===== src/hdl/alu_jump_pkg.sv =====
// Purpose: shared constants and types for the execution datapath
// Assumes: one core clock, operands supplied by the decoder and register file
// Notes:   register indices, flag positions and cycle counts live here

package alu_jump_pkg;

	// ---------------------------------------------------------------
	// instruction selector handed over by the decoder
	// ---------------------------------------------------------------
	typedef enum logic [4:0] {
		OP_NONE,
		OP_REG_ADD,
		OP_REG_ADD_CARRY,
		OP_WORD_ADD_IMM,
		OP_REG_SUB,
		OP_REG_SUB_BORROW,
		OP_CONST_SUB,
		OP_CONST_SUB_BORROW,
		OP_WORD_SUB_IMM,
		OP_REG_AND,
		OP_CONST_AND,
		OP_REG_OR,
		OP_CONST_OR,
		OP_REG_XOR,
		OP_BIT_SET_MASK,
		OP_BIT_CLEAR_MASK,
		OP_ZERO_MINUS_CHECK,
		OP_BIT_INVERSION,
		OP_ARITH_INVERT,
		OP_UNSIGNED_PRODUCT,
		OP_SIGNED_PRODUCT,
		OP_MIXED_PRODUCT,
		OP_FRAC_UNSIGNED,
		OP_FRAC_SIGNED,
		OP_FRAC_MIXED,
		OP_REL_BRANCH,
		OP_REL_INVOKE,
		OP_DIRECT_JUMP,
		OP_PTR_BRANCH,
		OP_PTR_INVOKE
	} op_t;

	// ---------------------------------------------------------------
	// status flag positions
	// ---------------------------------------------------------------
	localparam int FLAG_CARRY  = 0;
	localparam int FLAG_NULL   = 1;
	localparam int FLAG_TOP    = 2;
	localparam int FLAG_RANGE  = 3;
	localparam int FLAG_SIGN   = 4;
	localparam int FLAG_NIBBLE = 5;

	localparam logic [7:0]  STATUS_RESET  = 8'h00;
	localparam logic [15:0] COUNTER_RESET = 16'h0000;
	localparam logic [15:0] PRODUCT_RESET = 16'h0000;

	// ---------------------------------------------------------------
	// register port indices
	// ---------------------------------------------------------------
	localparam logic [2:0] REG_STATUS     = 3'h0;
	localparam logic [2:0] REG_COUNTER_LO = 3'h1;
	localparam logic [2:0] REG_COUNTER_HI = 3'h2;
	localparam logic [2:0] REG_PRODUCT_LO = 3'h3;
	localparam logic [2:0] REG_PRODUCT_HI = 3'h4;
	localparam logic [2:0] REG_RESULT     = 3'h5;

	// ---------------------------------------------------------------
	// cycle counts per instruction class
	// ---------------------------------------------------------------
	localparam logic [1:0] ALU_CYCLES        = 2'd1;
	localparam logic [1:0] WORD_CYCLES       = 2'd2;
	localparam logic [1:0] MUL_CYCLES        = 2'd2;
	localparam logic [1:0] REL_BRANCH_CYCLES = 2'd2;
	localparam logic [1:0] PTR_BRANCH_CYCLES = 2'd2;
	localparam logic [1:0] DIRECT_CYCLES     = 2'd3;
	localparam logic [1:0] PTR_INVOKE_CYCLES = 2'd3;
	localparam logic [1:0] REL_INVOKE_CYCLES = 2'd3;

endpackage


===== src/hdl/product_unit.sv =====
// Purpose: 8x8 multiplier stage with signed, mixed and fractional forms
// Assumes: operands held stable by the caller for the whole operation
// Notes:   one register stage, so the product is ready one edge after operands

`timescale 1ns/1ps

module product_unit (
	input  wire logic        core_clk,   // core clock
	input  wire logic        rstn,       // async reset, active low
	input  wire logic [7:0]  opA,        // first operand
	input  wire logic [7:0]  opB,        // second operand
	input  wire logic        signA,      // first operand is signed
	input  wire logic        signB,      // second operand is signed
	input  wire logic        fractional, // shift product left by one
	output logic      [15:0] product,    // registered product
	output logic             carryOut    // registered carry flag
);
	import alu_jump_pkg::*;

	logic [15:0] extA;
	logic [15:0] extB;
	logic [15:0] rawProduct;

	// sign extension picks the signedness without separate multipliers
	assign extA       = {{8{signA & opA[7]}}, opA};
	assign extB       = {{8{signB & opB[7]}}, opB};
	assign rawProduct = 16'(extA * extB);

	// carry reflects the top bit before the fractional shift
	always_ff @(posedge core_clk or negedge rstn) begin
		if (!rstn) begin
			product  <= PRODUCT_RESET;
			carryOut <= 1'b0;
		end else begin
			product  <= fractional ? {rawProduct[14:0], 1'b0} : rawProduct;
			carryOut <= rawProduct[15];
		end
	end

endmodule


===== src/hdl/arith_logic_multiply_jump_unit.sv =====
// Purpose: execution datapath for byte, word, logic, multiply and jump work
// Assumes: decoder issues only while busy is low; operands valid with issue
// Notes:   results, flags and counter change together on the done edge
//
// Operation
// - register add and add-with-carry, flags Z C N V H, one cycle
// - word pair plus constant, flags Z C N V S, two cycles
// - register subtract and borrow form, flags Z C N V H, one cycle
// - destination minus constant, flags Z C N V H, one cycle
// - destination minus constant minus carry, flags Z C N V H, one cycle
// - word pair minus constant, flags Z C N V S, two cycles
// - and with register or constant, flags Z N V only, one cycle
// - or with register or constant, xor registers, Z N V, one cycle
// - set mask ors constant into destination, Z N V, one cycle
// - clear mask ands with ff minus mask, Z N V, one cycle
// - test ands destination with itself, Z N V, one cycle
// - unsigned, signed, mixed products into product pair, Z C, two cycles
// - fractional products shifted left one into product pair, two cycles
// - pointer branch loads counter from pointer pair, flags kept, two cycles
// - pointer invoke moves to pointer pair, flags kept, three cycles

`timescale 1ns/1ps

module arith_logic_multiply_jump_unit (
	input  wire logic                core_clk,       // core clock, 100 MHz
	input  wire logic                rstn,           // async reset, active low
	input  wire logic                issueValid,     // decoder issues an op
	input  wire alu_jump_pkg::op_t   issueOp,        // op selector
	input  wire logic [7:0]          destValue,      // destination register
	input  wire logic [7:0]          secondSource,   // second source register
	input  wire logic [7:0]          immediateValue, // byte constant or mask
	input  wire logic [15:0]         wordPairValue,  // high:low word pair
	input  wire logic [5:0]          wordImmediate,  // word constant
	input  wire logic [15:0]         pointerPair,    // pointer register pair
	input  wire logic [11:0]         jumpOffset,     // signed relative offset
	input  wire logic [15:0]         jumpTarget,     // direct jump address
	input  wire logic [2:0]          regAddr,        // register port index
	input  wire logic [7:0]          regWrData,      // register write data
	input  wire logic                regWrite,       // register write strobe
	input  wire logic                regRead,        // register read strobe
	output logic      [7:0]          regRdData,      // read data, next cycle
	output logic                     busy,           // op in flight
	output logic                     done,           // op finished, pulse
	output logic                     destWrite,      // write destination, pulse
	output logic      [7:0]          destResult,     // destination result
	output logic                     wordWrite,      // write word pair, pulse
	output logic      [15:0]         wordResult,     // word pair result
	output logic                     productWrite,   // write product pair, pulse
	output logic      [15:0]         productPair,    // multiply result
	output logic      [7:0]          statusFlags,    // status flags
	output logic      [15:0]         programCounter, // program counter
	output logic                     callPush,       // push return address
	output logic      [15:0]         returnAddr      // address to push
);
	import alu_jump_pkg::*;

	// ---------------------------------------------------------------
	// operands held for the life of an op
	// ---------------------------------------------------------------
	op_t         opReg;
	logic [7:0]  dReg;
	logic [7:0]  sReg;
	logic [7:0]  kReg;
	logic [15:0] wReg;
	logic [5:0]  wkReg;
	logic [15:0] ptrReg;
	logic [11:0] offReg;
	logic [15:0] tgtReg;
	logic        cinReg;
	logic [1:0]  remaining;
	logic        accept;
	logic        finish;

	logic [15:0] mulProduct;
	logic        mulCarry;
	logic        mulSignA;
	logic        mulSignB;
	logic        mulFrac;

	logic [7:0]  next_result;
	logic [15:0] next_word;
	logic [7:0]  next_status;
	logic [15:0] next_counter;
	logic        next_destWrite;
	logic        next_wordWrite;
	logic        next_productWrite;
	logic        next_callPush;

	// ops are taken only while idle, so operands never change mid-flight
	assign accept = issueValid && !busy && (issueOp != OP_NONE);
	assign finish = busy && (remaining == 2'd1);

	function automatic logic [1:0] opCycles(input op_t op);
		case (op)
			OP_WORD_ADD_IMM:     opCycles = WORD_CYCLES;
			OP_WORD_SUB_IMM:     opCycles = WORD_CYCLES;
			OP_UNSIGNED_PRODUCT: opCycles = MUL_CYCLES;
			OP_SIGNED_PRODUCT:   opCycles = MUL_CYCLES;
			OP_MIXED_PRODUCT:    opCycles = MUL_CYCLES;
			OP_FRAC_UNSIGNED:    opCycles = MUL_CYCLES;
			OP_FRAC_SIGNED:      opCycles = MUL_CYCLES;
			OP_FRAC_MIXED:       opCycles = MUL_CYCLES;
			OP_REL_BRANCH:       opCycles = REL_BRANCH_CYCLES;
			OP_REL_INVOKE:       opCycles = REL_INVOKE_CYCLES;
			OP_DIRECT_JUMP:      opCycles = DIRECT_CYCLES;
			OP_PTR_BRANCH:       opCycles = PTR_BRANCH_CYCLES;
			OP_PTR_INVOKE:       opCycles = PTR_INVOKE_CYCLES;
			default:             opCycles = ALU_CYCLES;
		endcase
	endfunction

	// ---------------------------------------------------------------
	// issue capture and cycle counting
	// ---------------------------------------------------------------

	// carry is sampled at issue so a register write mid-op cannot skew it
	always_ff @(posedge core_clk or negedge rstn) begin
		if (!rstn) begin
			opReg  <= OP_NONE;
			dReg   <= 8'h00;
			sReg   <= 8'h00;
			kReg   <= 8'h00;
			wReg   <= 16'h0000;
			wkReg  <= 6'h00;
			ptrReg <= 16'h0000;
			offReg <= 12'h000;
			tgtReg <= 16'h0000;
			cinReg <= 1'b0;
		end else if (accept) begin
			opReg  <= issueOp;
			dReg   <= destValue;
			sReg   <= secondSource;
			kReg   <= immediateValue;
			wReg   <= wordPairValue;
			wkReg  <= wordImmediate;
			ptrReg <= pointerPair;
			offReg <= jumpOffset;
			tgtReg <= jumpTarget;
			cinReg <= statusFlags[FLAG_CARRY];
		end
	end

	// busy spans exactly the op's cycle count after the issue edge
	always_ff @(posedge core_clk or negedge rstn) begin
		if (!rstn) begin
			remaining <= 2'd0;
			busy      <= 1'b0;
		end else if (accept) begin
			remaining <= opCycles(issueOp);
			busy      <= 1'b1;
		end else if (busy) begin
			remaining <= remaining - 2'd1;
			busy      <= !finish;
		end
	end

	// ---------------------------------------------------------------
	// multiplier
	// ---------------------------------------------------------------

	// signedness per form; mixed means signed destination, unsigned source
	always_comb begin
		mulSignA = (opReg == OP_SIGNED_PRODUCT) || (opReg == OP_MIXED_PRODUCT)
			|| (opReg == OP_FRAC_SIGNED) || (opReg == OP_FRAC_MIXED);
		mulSignB = (opReg == OP_SIGNED_PRODUCT) || (opReg == OP_FRAC_SIGNED);
		mulFrac  = (opReg == OP_FRAC_UNSIGNED) || (opReg == OP_FRAC_SIGNED)
			|| (opReg == OP_FRAC_MIXED);
	end

	product_unit mulStage (
		.core_clk   (core_clk),
		.rstn       (rstn),
		.opA        (dReg),
		.opB        (sReg),
		.signA      (mulSignA),
		.signB      (mulSignB),
		.fractional (mulFrac),
		.product    (mulProduct),
		.carryOut   (mulCarry)
	);

	// ---------------------------------------------------------------
	// result and flag computation
	// ---------------------------------------------------------------

	// one shared adder serves every byte add and subtract and the arithmetic invert
	always_comb begin
		logic [7:0]  a;
		logic [7:0]  b;
		logic        cin;
		logic        isSub;
		logic [8:0]  sum9;
		logic [4:0]  nib5;
		logic [16:0] w17;
		logic        ovf;
		a       = dReg;
		b       = sReg;
		cin     = 1'b0;
		isSub   = 1'b0;
		sum9    = 9'h000;
		nib5    = 5'h00;
		w17     = 17'h00000;
		ovf     = 1'b0;
		next_result       = dReg;
		next_word         = wReg;
		next_status       = statusFlags;
		next_counter      = programCounter + 16'h0001;
		next_destWrite    = 1'b0;
		next_wordWrite    = 1'b0;
		next_productWrite = 1'b0;
		next_callPush     = 1'b0;
		case (opReg)
			OP_REG_ADD: ;
			OP_REG_ADD_CARRY: begin
				cin     = cinReg;
			end
			OP_REG_SUB: begin
				isSub   = 1'b1;
			end
			OP_REG_SUB_BORROW: begin
				isSub   = 1'b1;
				cin     = cinReg;
			end
			OP_CONST_SUB: begin
				isSub   = 1'b1;
				b       = kReg;
			end
			OP_CONST_SUB_BORROW: begin
				isSub   = 1'b1;
				b       = kReg;
				cin     = cinReg;
			end
			OP_ARITH_INVERT: begin
				isSub   = 1'b1;
				a       = 8'h00;
				b       = dReg;
			end
			OP_REG_AND:          next_result = dReg & sReg;
			OP_CONST_AND:        next_result = dReg & kReg;
			OP_REG_OR:           next_result = dReg | sReg;
			OP_CONST_OR:         next_result = dReg | kReg;
			OP_REG_XOR:          next_result = dReg ^ sReg;
			OP_BIT_SET_MASK:     next_result = dReg | kReg;
			OP_BIT_CLEAR_MASK:   next_result = dReg & (8'hff - kReg);
			OP_ZERO_MINUS_CHECK: next_result = dReg & dReg;
			OP_BIT_INVERSION:    next_result = 8'hff - dReg;
			default: ;
		endcase

		// byte adder with separate nibble path for the half carry
		if (isSub) begin
			sum9 = {1'b0, a} - {1'b0, b} - {8'h00, cin};
			nib5 = {1'b0, a[3:0]} - {1'b0, b[3:0]} - {4'h0, cin};
			ovf  = (a[7] & ~b[7] & ~sum9[7]) | (~a[7] & b[7] & sum9[7]);
		end else begin
			sum9 = {1'b0, a} + {1'b0, b} + {8'h00, cin};
			nib5 = {1'b0, a[3:0]} + {1'b0, b[3:0]} + {4'h0, cin};
			ovf  = (a[7] & b[7] & ~sum9[7]) | (~a[7] & ~b[7] & sum9[7]);
		end

		// word adder; constant is zero extended
		if (opReg == OP_WORD_SUB_IMM) begin
			w17 = {1'b0, wReg} - {11'h000, wkReg};
		end else begin
			w17 = {1'b0, wReg} + {11'h000, wkReg};
		end

		case (opReg)
			OP_REG_ADD, OP_REG_ADD_CARRY, OP_REG_SUB, OP_REG_SUB_BORROW,
			OP_CONST_SUB, OP_CONST_SUB_BORROW, OP_ARITH_INVERT: begin
				next_result                = sum9[7:0];
				next_destWrite             = 1'b1;
				next_status[FLAG_NULL]     = (sum9[7:0] == 8'h00);
				next_status[FLAG_CARRY]    = sum9[8];
				next_status[FLAG_TOP]      = sum9[7];
				next_status[FLAG_RANGE]    = ovf;
				next_status[FLAG_NIBBLE]   = nib5[4];
			end
			OP_REG_AND, OP_CONST_AND, OP_REG_OR, OP_CONST_OR, OP_REG_XOR,
			OP_BIT_SET_MASK, OP_BIT_CLEAR_MASK, OP_ZERO_MINUS_CHECK,
			OP_BIT_INVERSION: begin
				// logic ops never overflow, so the range flag is cleared
				next_destWrite             = 1'b1;
				next_status[FLAG_NULL]     = (next_result == 8'h00);
				next_status[FLAG_TOP]      = next_result[7];
				next_status[FLAG_RANGE]    = 1'b0;
				if (opReg == OP_BIT_INVERSION) begin
					next_status[FLAG_CARRY] = 1'b1;
				end
			end
			OP_WORD_ADD_IMM, OP_WORD_SUB_IMM: begin
				next_word                  = w17[15:0];
				next_wordWrite             = 1'b1;
				next_status[FLAG_NULL]     = (w17[15:0] == 16'h0000);
				next_status[FLAG_CARRY]    = w17[16];
				next_status[FLAG_TOP]      = w17[15];
				next_status[FLAG_RANGE]    = (opReg == OP_WORD_SUB_IMM)
					? (wReg[15] & ~w17[15]) : (~wReg[15] & w17[15]);
				next_status[FLAG_SIGN]     = w17[15] ^ next_status[FLAG_RANGE];
			end
			OP_UNSIGNED_PRODUCT, OP_SIGNED_PRODUCT, OP_MIXED_PRODUCT,
			OP_FRAC_UNSIGNED, OP_FRAC_SIGNED, OP_FRAC_MIXED: begin
				next_productWrite          = 1'b1;
				next_status[FLAG_NULL]     = (mulProduct == 16'h0000);
				next_status[FLAG_CARRY]    = mulCarry;
			end
			OP_REL_BRANCH, OP_REL_INVOKE: begin
				next_counter  = programCounter + {{4{offReg[11]}}, offReg}
					+ 16'h0001;
				next_callPush = (opReg == OP_REL_INVOKE);
			end
			OP_DIRECT_JUMP:  next_counter = tgtReg;
			OP_PTR_BRANCH:   next_counter = ptrReg;
			OP_PTR_INVOKE: begin
				next_counter  = ptrReg;
				next_callPush = 1'b1;
			end
			default: ;
		endcase
	end

	// ---------------------------------------------------------------
	// completion outputs
	// ---------------------------------------------------------------

	// strobes are one-cycle pulses on the done edge
	always_ff @(posedge core_clk or negedge rstn) begin
		if (!rstn) begin
			done         <= 1'b0;
			destWrite    <= 1'b0;
			wordWrite    <= 1'b0;
			productWrite <= 1'b0;
			callPush     <= 1'b0;
		end else begin
			done         <= finish;
			destWrite    <= finish && next_destWrite;
			wordWrite    <= finish && next_wordWrite;
			productWrite <= finish && next_productWrite;
			callPush     <= finish && next_callPush;
		end
	end

	// data outputs hold their last value between ops
	always_ff @(posedge core_clk or negedge rstn) begin
		if (!rstn) begin
			destResult  <= 8'h00;
			wordResult  <= 16'h0000;
			productPair <= PRODUCT_RESET;
			returnAddr  <= COUNTER_RESET;
		end else if (finish) begin
			destResult <= next_result;
			wordResult <= next_word;
			if (next_productWrite) begin
				productPair <= mulProduct;
			end
			returnAddr <= programCounter + 16'h0001;
		end
	end

	// a finishing op outranks a software write in the same cycle
	always_ff @(posedge core_clk or negedge rstn) begin
		if (!rstn) begin
			statusFlags <= STATUS_RESET;
		end else if (finish) begin
			statusFlags <= next_status;
		end else if (regWrite && (regAddr == REG_STATUS)) begin
			statusFlags <= regWrData;
		end
	end

	// counter steps by one after non-jump ops, software may reload it
	always_ff @(posedge core_clk or negedge rstn) begin
		if (!rstn) begin
			programCounter <= COUNTER_RESET;
		end else if (finish) begin
			programCounter <= next_counter;
		end else if (regWrite && (regAddr == REG_COUNTER_LO)) begin
			programCounter <= {programCounter[15:8], regWrData};
		end else if (regWrite && (regAddr == REG_COUNTER_HI)) begin
			programCounter <= {regWrData, programCounter[7:0]};
		end
	end

	// ---------------------------------------------------------------
	// register port read side
	// ---------------------------------------------------------------

	// read data stands only in the cycle after the strobe
	always_ff @(posedge core_clk or negedge rstn) begin
		if (!rstn) begin
			regRdData <= 8'h00;
		end else if (regRead) begin
			case (regAddr)
				REG_STATUS:     regRdData <= statusFlags;
				REG_COUNTER_LO: regRdData <= programCounter[7:0];
				REG_COUNTER_HI: regRdData <= programCounter[15:8];
				REG_PRODUCT_LO: regRdData <= productPair[7:0];
				REG_PRODUCT_HI: regRdData <= productPair[15:8];
				REG_RESULT:     regRdData <= destResult;
				default:        regRdData <= 8'h00;
			endcase
		end else begin
			regRdData <= 8'h00;
		end
	end

endmodule


===== config.mk =====
export PLATFORM = sky130hd
export DESIGN_NAME = arith_logic_multiply_jump_unit
export DESIGN_NICKNAME = d
export VERILOG_FILES = /design/src/hdl/alu_jump_pkg.sv /design/src/hdl/product_unit.sv /design/src/hdl/arith_logic_multiply_jump_unit.sv
export SDC_FILE = /design/constraint.sdc
export NUM_CORES = 1
export LEC_CHECK = 0
export BUFFER_PORTS_ARGS = -buffer_cell sky130_fd_sc_hd__buf_4
export CORE_UTILIZATION = 45
export CTS_CLUSTER_SIZE = 16
export DETAILED_ROUTE_END_ITERATION = 10
export PLACE_DENSITY_LB_ADDON = 0.05
export SYNTH_ARGS = -nofsm -noshare
export SYNTH_HDL_FRONTEND = slang
export SYNTH_SLANG_ARGS = --single-unit

===== constraint.sdc =====
create_clock -name core_clk -period 6.43 [get_ports core_clk]
set_input_delay 0.9645 -clock core_clk [delete_from_list [all_inputs] [get_ports core_clk]]
set_output_delay 0.9645 -clock core_clk [all_outputs]
set_load 0.05 [all_outputs]

==> summary.txt <==
Status
  • Status: finished, final reports clean

CTS
  • Clock sinks: 209
  • Post-CTS sizing: 0
  • Maximum clock path buffer count: 3
  • Root Buffer: clkbuf_16
  • Clock-pin slew on the worst setup and hold paths: 0.06 ns
  • TritonCTS clock tree: done
  • Clk_lat worst skew: 0.56 ns
  • Clock buffer count from CTS: 25
  • H-tree Lvls: 1
  • Hold-fix buffers, CTS: 0
  • Setup bufs post-CTS: 0

Flow run
  • Max Cap Viol: 0

Routing
  • DR pass1 iterations: 5
  • WL/cell: 19.38 um
  • 1st-iter DRT viols: 1192
  • WL final: 48.45 mm
  • Final ANT Viol Nets: 0
  • # DRC: 0
  • Via-per-instance ratio: 5.606
  • Routed via count: 14020

Place
  • Port bufs: 204
  • Detailed placer's ending HPWL: 36.14 mm
  • Placer Congestion: 0.8802

Setup path
  • Worst reg2reg path depth: 21
  • Crit path launch: opReg[0]$_DFFE_PN0P_
  • Reg2reg end: mulStage.product[15]$_DFF_PN0_
  • CP Launch Type: register
  • Arrival @ worst endpoint: 6.16 ns
  • Worst setup endpoint: mulStage.product[15]$_DFF_PN0_
  • Crit end category: register
  • Reg-to-reg critical path startpoint: opReg[0]$_DFFE_PN0P_
  • Req. time, crit path: 6.84 ns
  • Reg2Reg Setup Slack: 0.68 ns
  • Crit Path Max Fanout: 19
  • Critical path class: reg2reg

Yosys
  • Ranking of synthesized cells by area: dfrtp_1 (33%), nand2_1 (10%), fa_1 (8.7%)
  • Post-synth EDFFs: 0
  • FFs w/ async S/R, synth: 100.0%
  • Most frequent cells after synthesis: nand2_1 (432), dfrtp_1 (209), inv_1 (118), nor2_1 (100), ha_1 (97)
  • Mean Syn Cell Area: 8.528 sq um
  • Synth Cell Area: 15900 sq um
  • Synth Net Count: 2141
  • Dominant cell type by area after synthesis: dfrtp_1
  • Dominant synthesized flop cell: dfrtp_1
  • Gate Count Post-Synth: 1864
  • Share of the synthesized area in the top cell type: 32.90%
  • Synth Warn #: 0
  • Netlist cell types: 89
  • Cell with the most instances after synthesis: nand2_1
  • Post-synthesis sequential area ratio: 32.90%
  • Synth Register Bits: 209

Layout
  • Share of cells above drive strength 1: 16.33%
  • Area grow syn2layout: 18.19%
  • Final net count: 2303
  • Layout fillers: 3292
  • ANT cells: 0

Global routing
  • Number of global-route vias before repair: 13680
  • Largest net degree at the start of global routing: 124
  • Total GRT Usage: 27.13%
  • Initial antenna violation count: 0
  • First-pass GRT wire length: 76.76 mm
  • GR Overflow Total: 0

Die
  • Placement row count: 68
  • Die height: 190.0 um
  • I/O pins: 205
  • Die Area: 36080 sq um
  • Core Footprint: 34630 sq um
  • Die width: 190.0 um
  • Initial core utilization: 45.91%

Min path
  • Hold Crit Class: in2async

Timing
  • Fin. Hold Viols: 0
  • Fin crit share: 89.44%
  • Max-slew violations: 0
  • Rel. slew slack: 27.76%
  • Clock skew: 0.01129 ns
  • Final setup TNS: 0 ns
  • Endpoints failing setup: 0
  • RSZ-0062 raised after global routing: no
  • Worst-Margin Slew: 1.068 ns
  • Final min period: 5.751 ns
  • Fmax: 173.9 MHz
registers in the layout, indices dropped and copies added (netlist names), 12 cells and up:
name              flops
offReg               12
tgtReg               16
mulStage.product     16
productPair          16
wordResult           16
programCounter       16
ptrReg               16
returnAddr           16
wReg                 16
cell usage in the layout (no fill, tap or decap), types with 21 or more instances in the layout:
cell and n:
nand2_1 430, buf_4 228, dfrtp_1 209, inv_1 118, nor2_1 100, ha_1 97, a21oi_1 94, o21ai_0 80
fa_1 69, and2_1 55, nor3_1 42, mux2i_1 39, xnor2_1 38, mux2_2 33, clkbuf_16 25, xor2_1 23
nand3_1 22, a21o_1 22, a22oi_1 21
through the flow:
step	instances	worst slack [ns]	cell area (sq um)	hold slack [ns]	util (%)
2_1_floorplan	1864	0.7747	15900	0.4415	-
3_3_place_gp	2454	0.7333	17830	0.4572	51.50
3_5_place_dp	2454	0.6794	17830	0.4634	51.50
4_1_cts	2500	0.6573	18790	0.4825	54.26
5_1_grt	2500	0.3088	18790	0.4940	54.26
6_report	2500	0.6787	18790	0.4434	54.26
logic make-up after synthesis:
| logic type | Yosys count | share of synthesized area, % |
|---|---|---|
| fa+ha+maj | 166 | 16.32 |
| flops | 209 | 32.90 |
| simple gates | 753 | 21.12 |
| buf+inv | 213 | 5.218 |
| compound gates | 387 | 15.97 |
| xor+xnor | 62 | 3.463 |
| mux | 74 | 5.006 |
layout make-up:
| type | count | area [sq um] | area share (%) |
|---|---|---|---|
| Multi-Input combinational cell | 1442 | 9859 | 52.48 |
| Sequential cell | 209 | 5230 | 27.84 |
| Timing Repair Buffer | 229 | 1727 | 9.190 |
| Clock buffer | 29 | 660.6 | 3.516 |
| Tap cell | 455 | 569.3 | 3.030 |
| Inverter | 119 | 446.7 | 2.377 |
| Clock inverter | 17 | 295.3 | 1.572 |
worst min path at each step:
stage | cells after the start | endpoint | slack (ns)
CTS | 2 | ptrReg[11]$_DFFE_PN0P_ | 0.48
global placement | 2 | ptrReg[4]$_DFFE_PN0P_ | 0.46
global route | 2 | ptrReg[4]$_DFFE_PN0P_ | 0.49
finish | 1 | ptrReg[6]$_DFFE_PN0P_ | 0.44
detailed placement | 2 | ptrReg[11]$_DFFE_PN0P_ | 0.46
floorplan | 2 | tgtReg[0]$_DFFE_PN0P_ | 0.44
critical path, cell delays in order (launching register included):
cell,delay (ns)
dfrtp_1,0.40
buf_4,0.21
nor3b_1,0.19
o21bai_1,0.08
a21oi_1,0.32
nand2_1,0.23
fa_1,0.51
fa_1,0.51
inv_1,0.05
fa_1,0.46
fa_1,0.54
inv_1,0.05
fa_1,0.52
inv_1,0.04
ha_1,0.32
a21oi_1,0.21
nor2b_1,0.07
o21ai_0,0.19
a21oi_1,0.14
a31o_2,0.27
xnor2_1,0.19
mux2i_1,0.10
layer usage:
layer  vias up  routed length [um]  track usage [%]
li1       6705                   -                -
met1      6752               21640            37.50
met2       469               22200            43.80
met3        90                2896            3.542
met4         0                1709            9.150
met5         -                   0                0
Power is left out: the tool's default activity adds up to more than one toggle a clock period on the data nets, which glitch-free logic cannot reach.
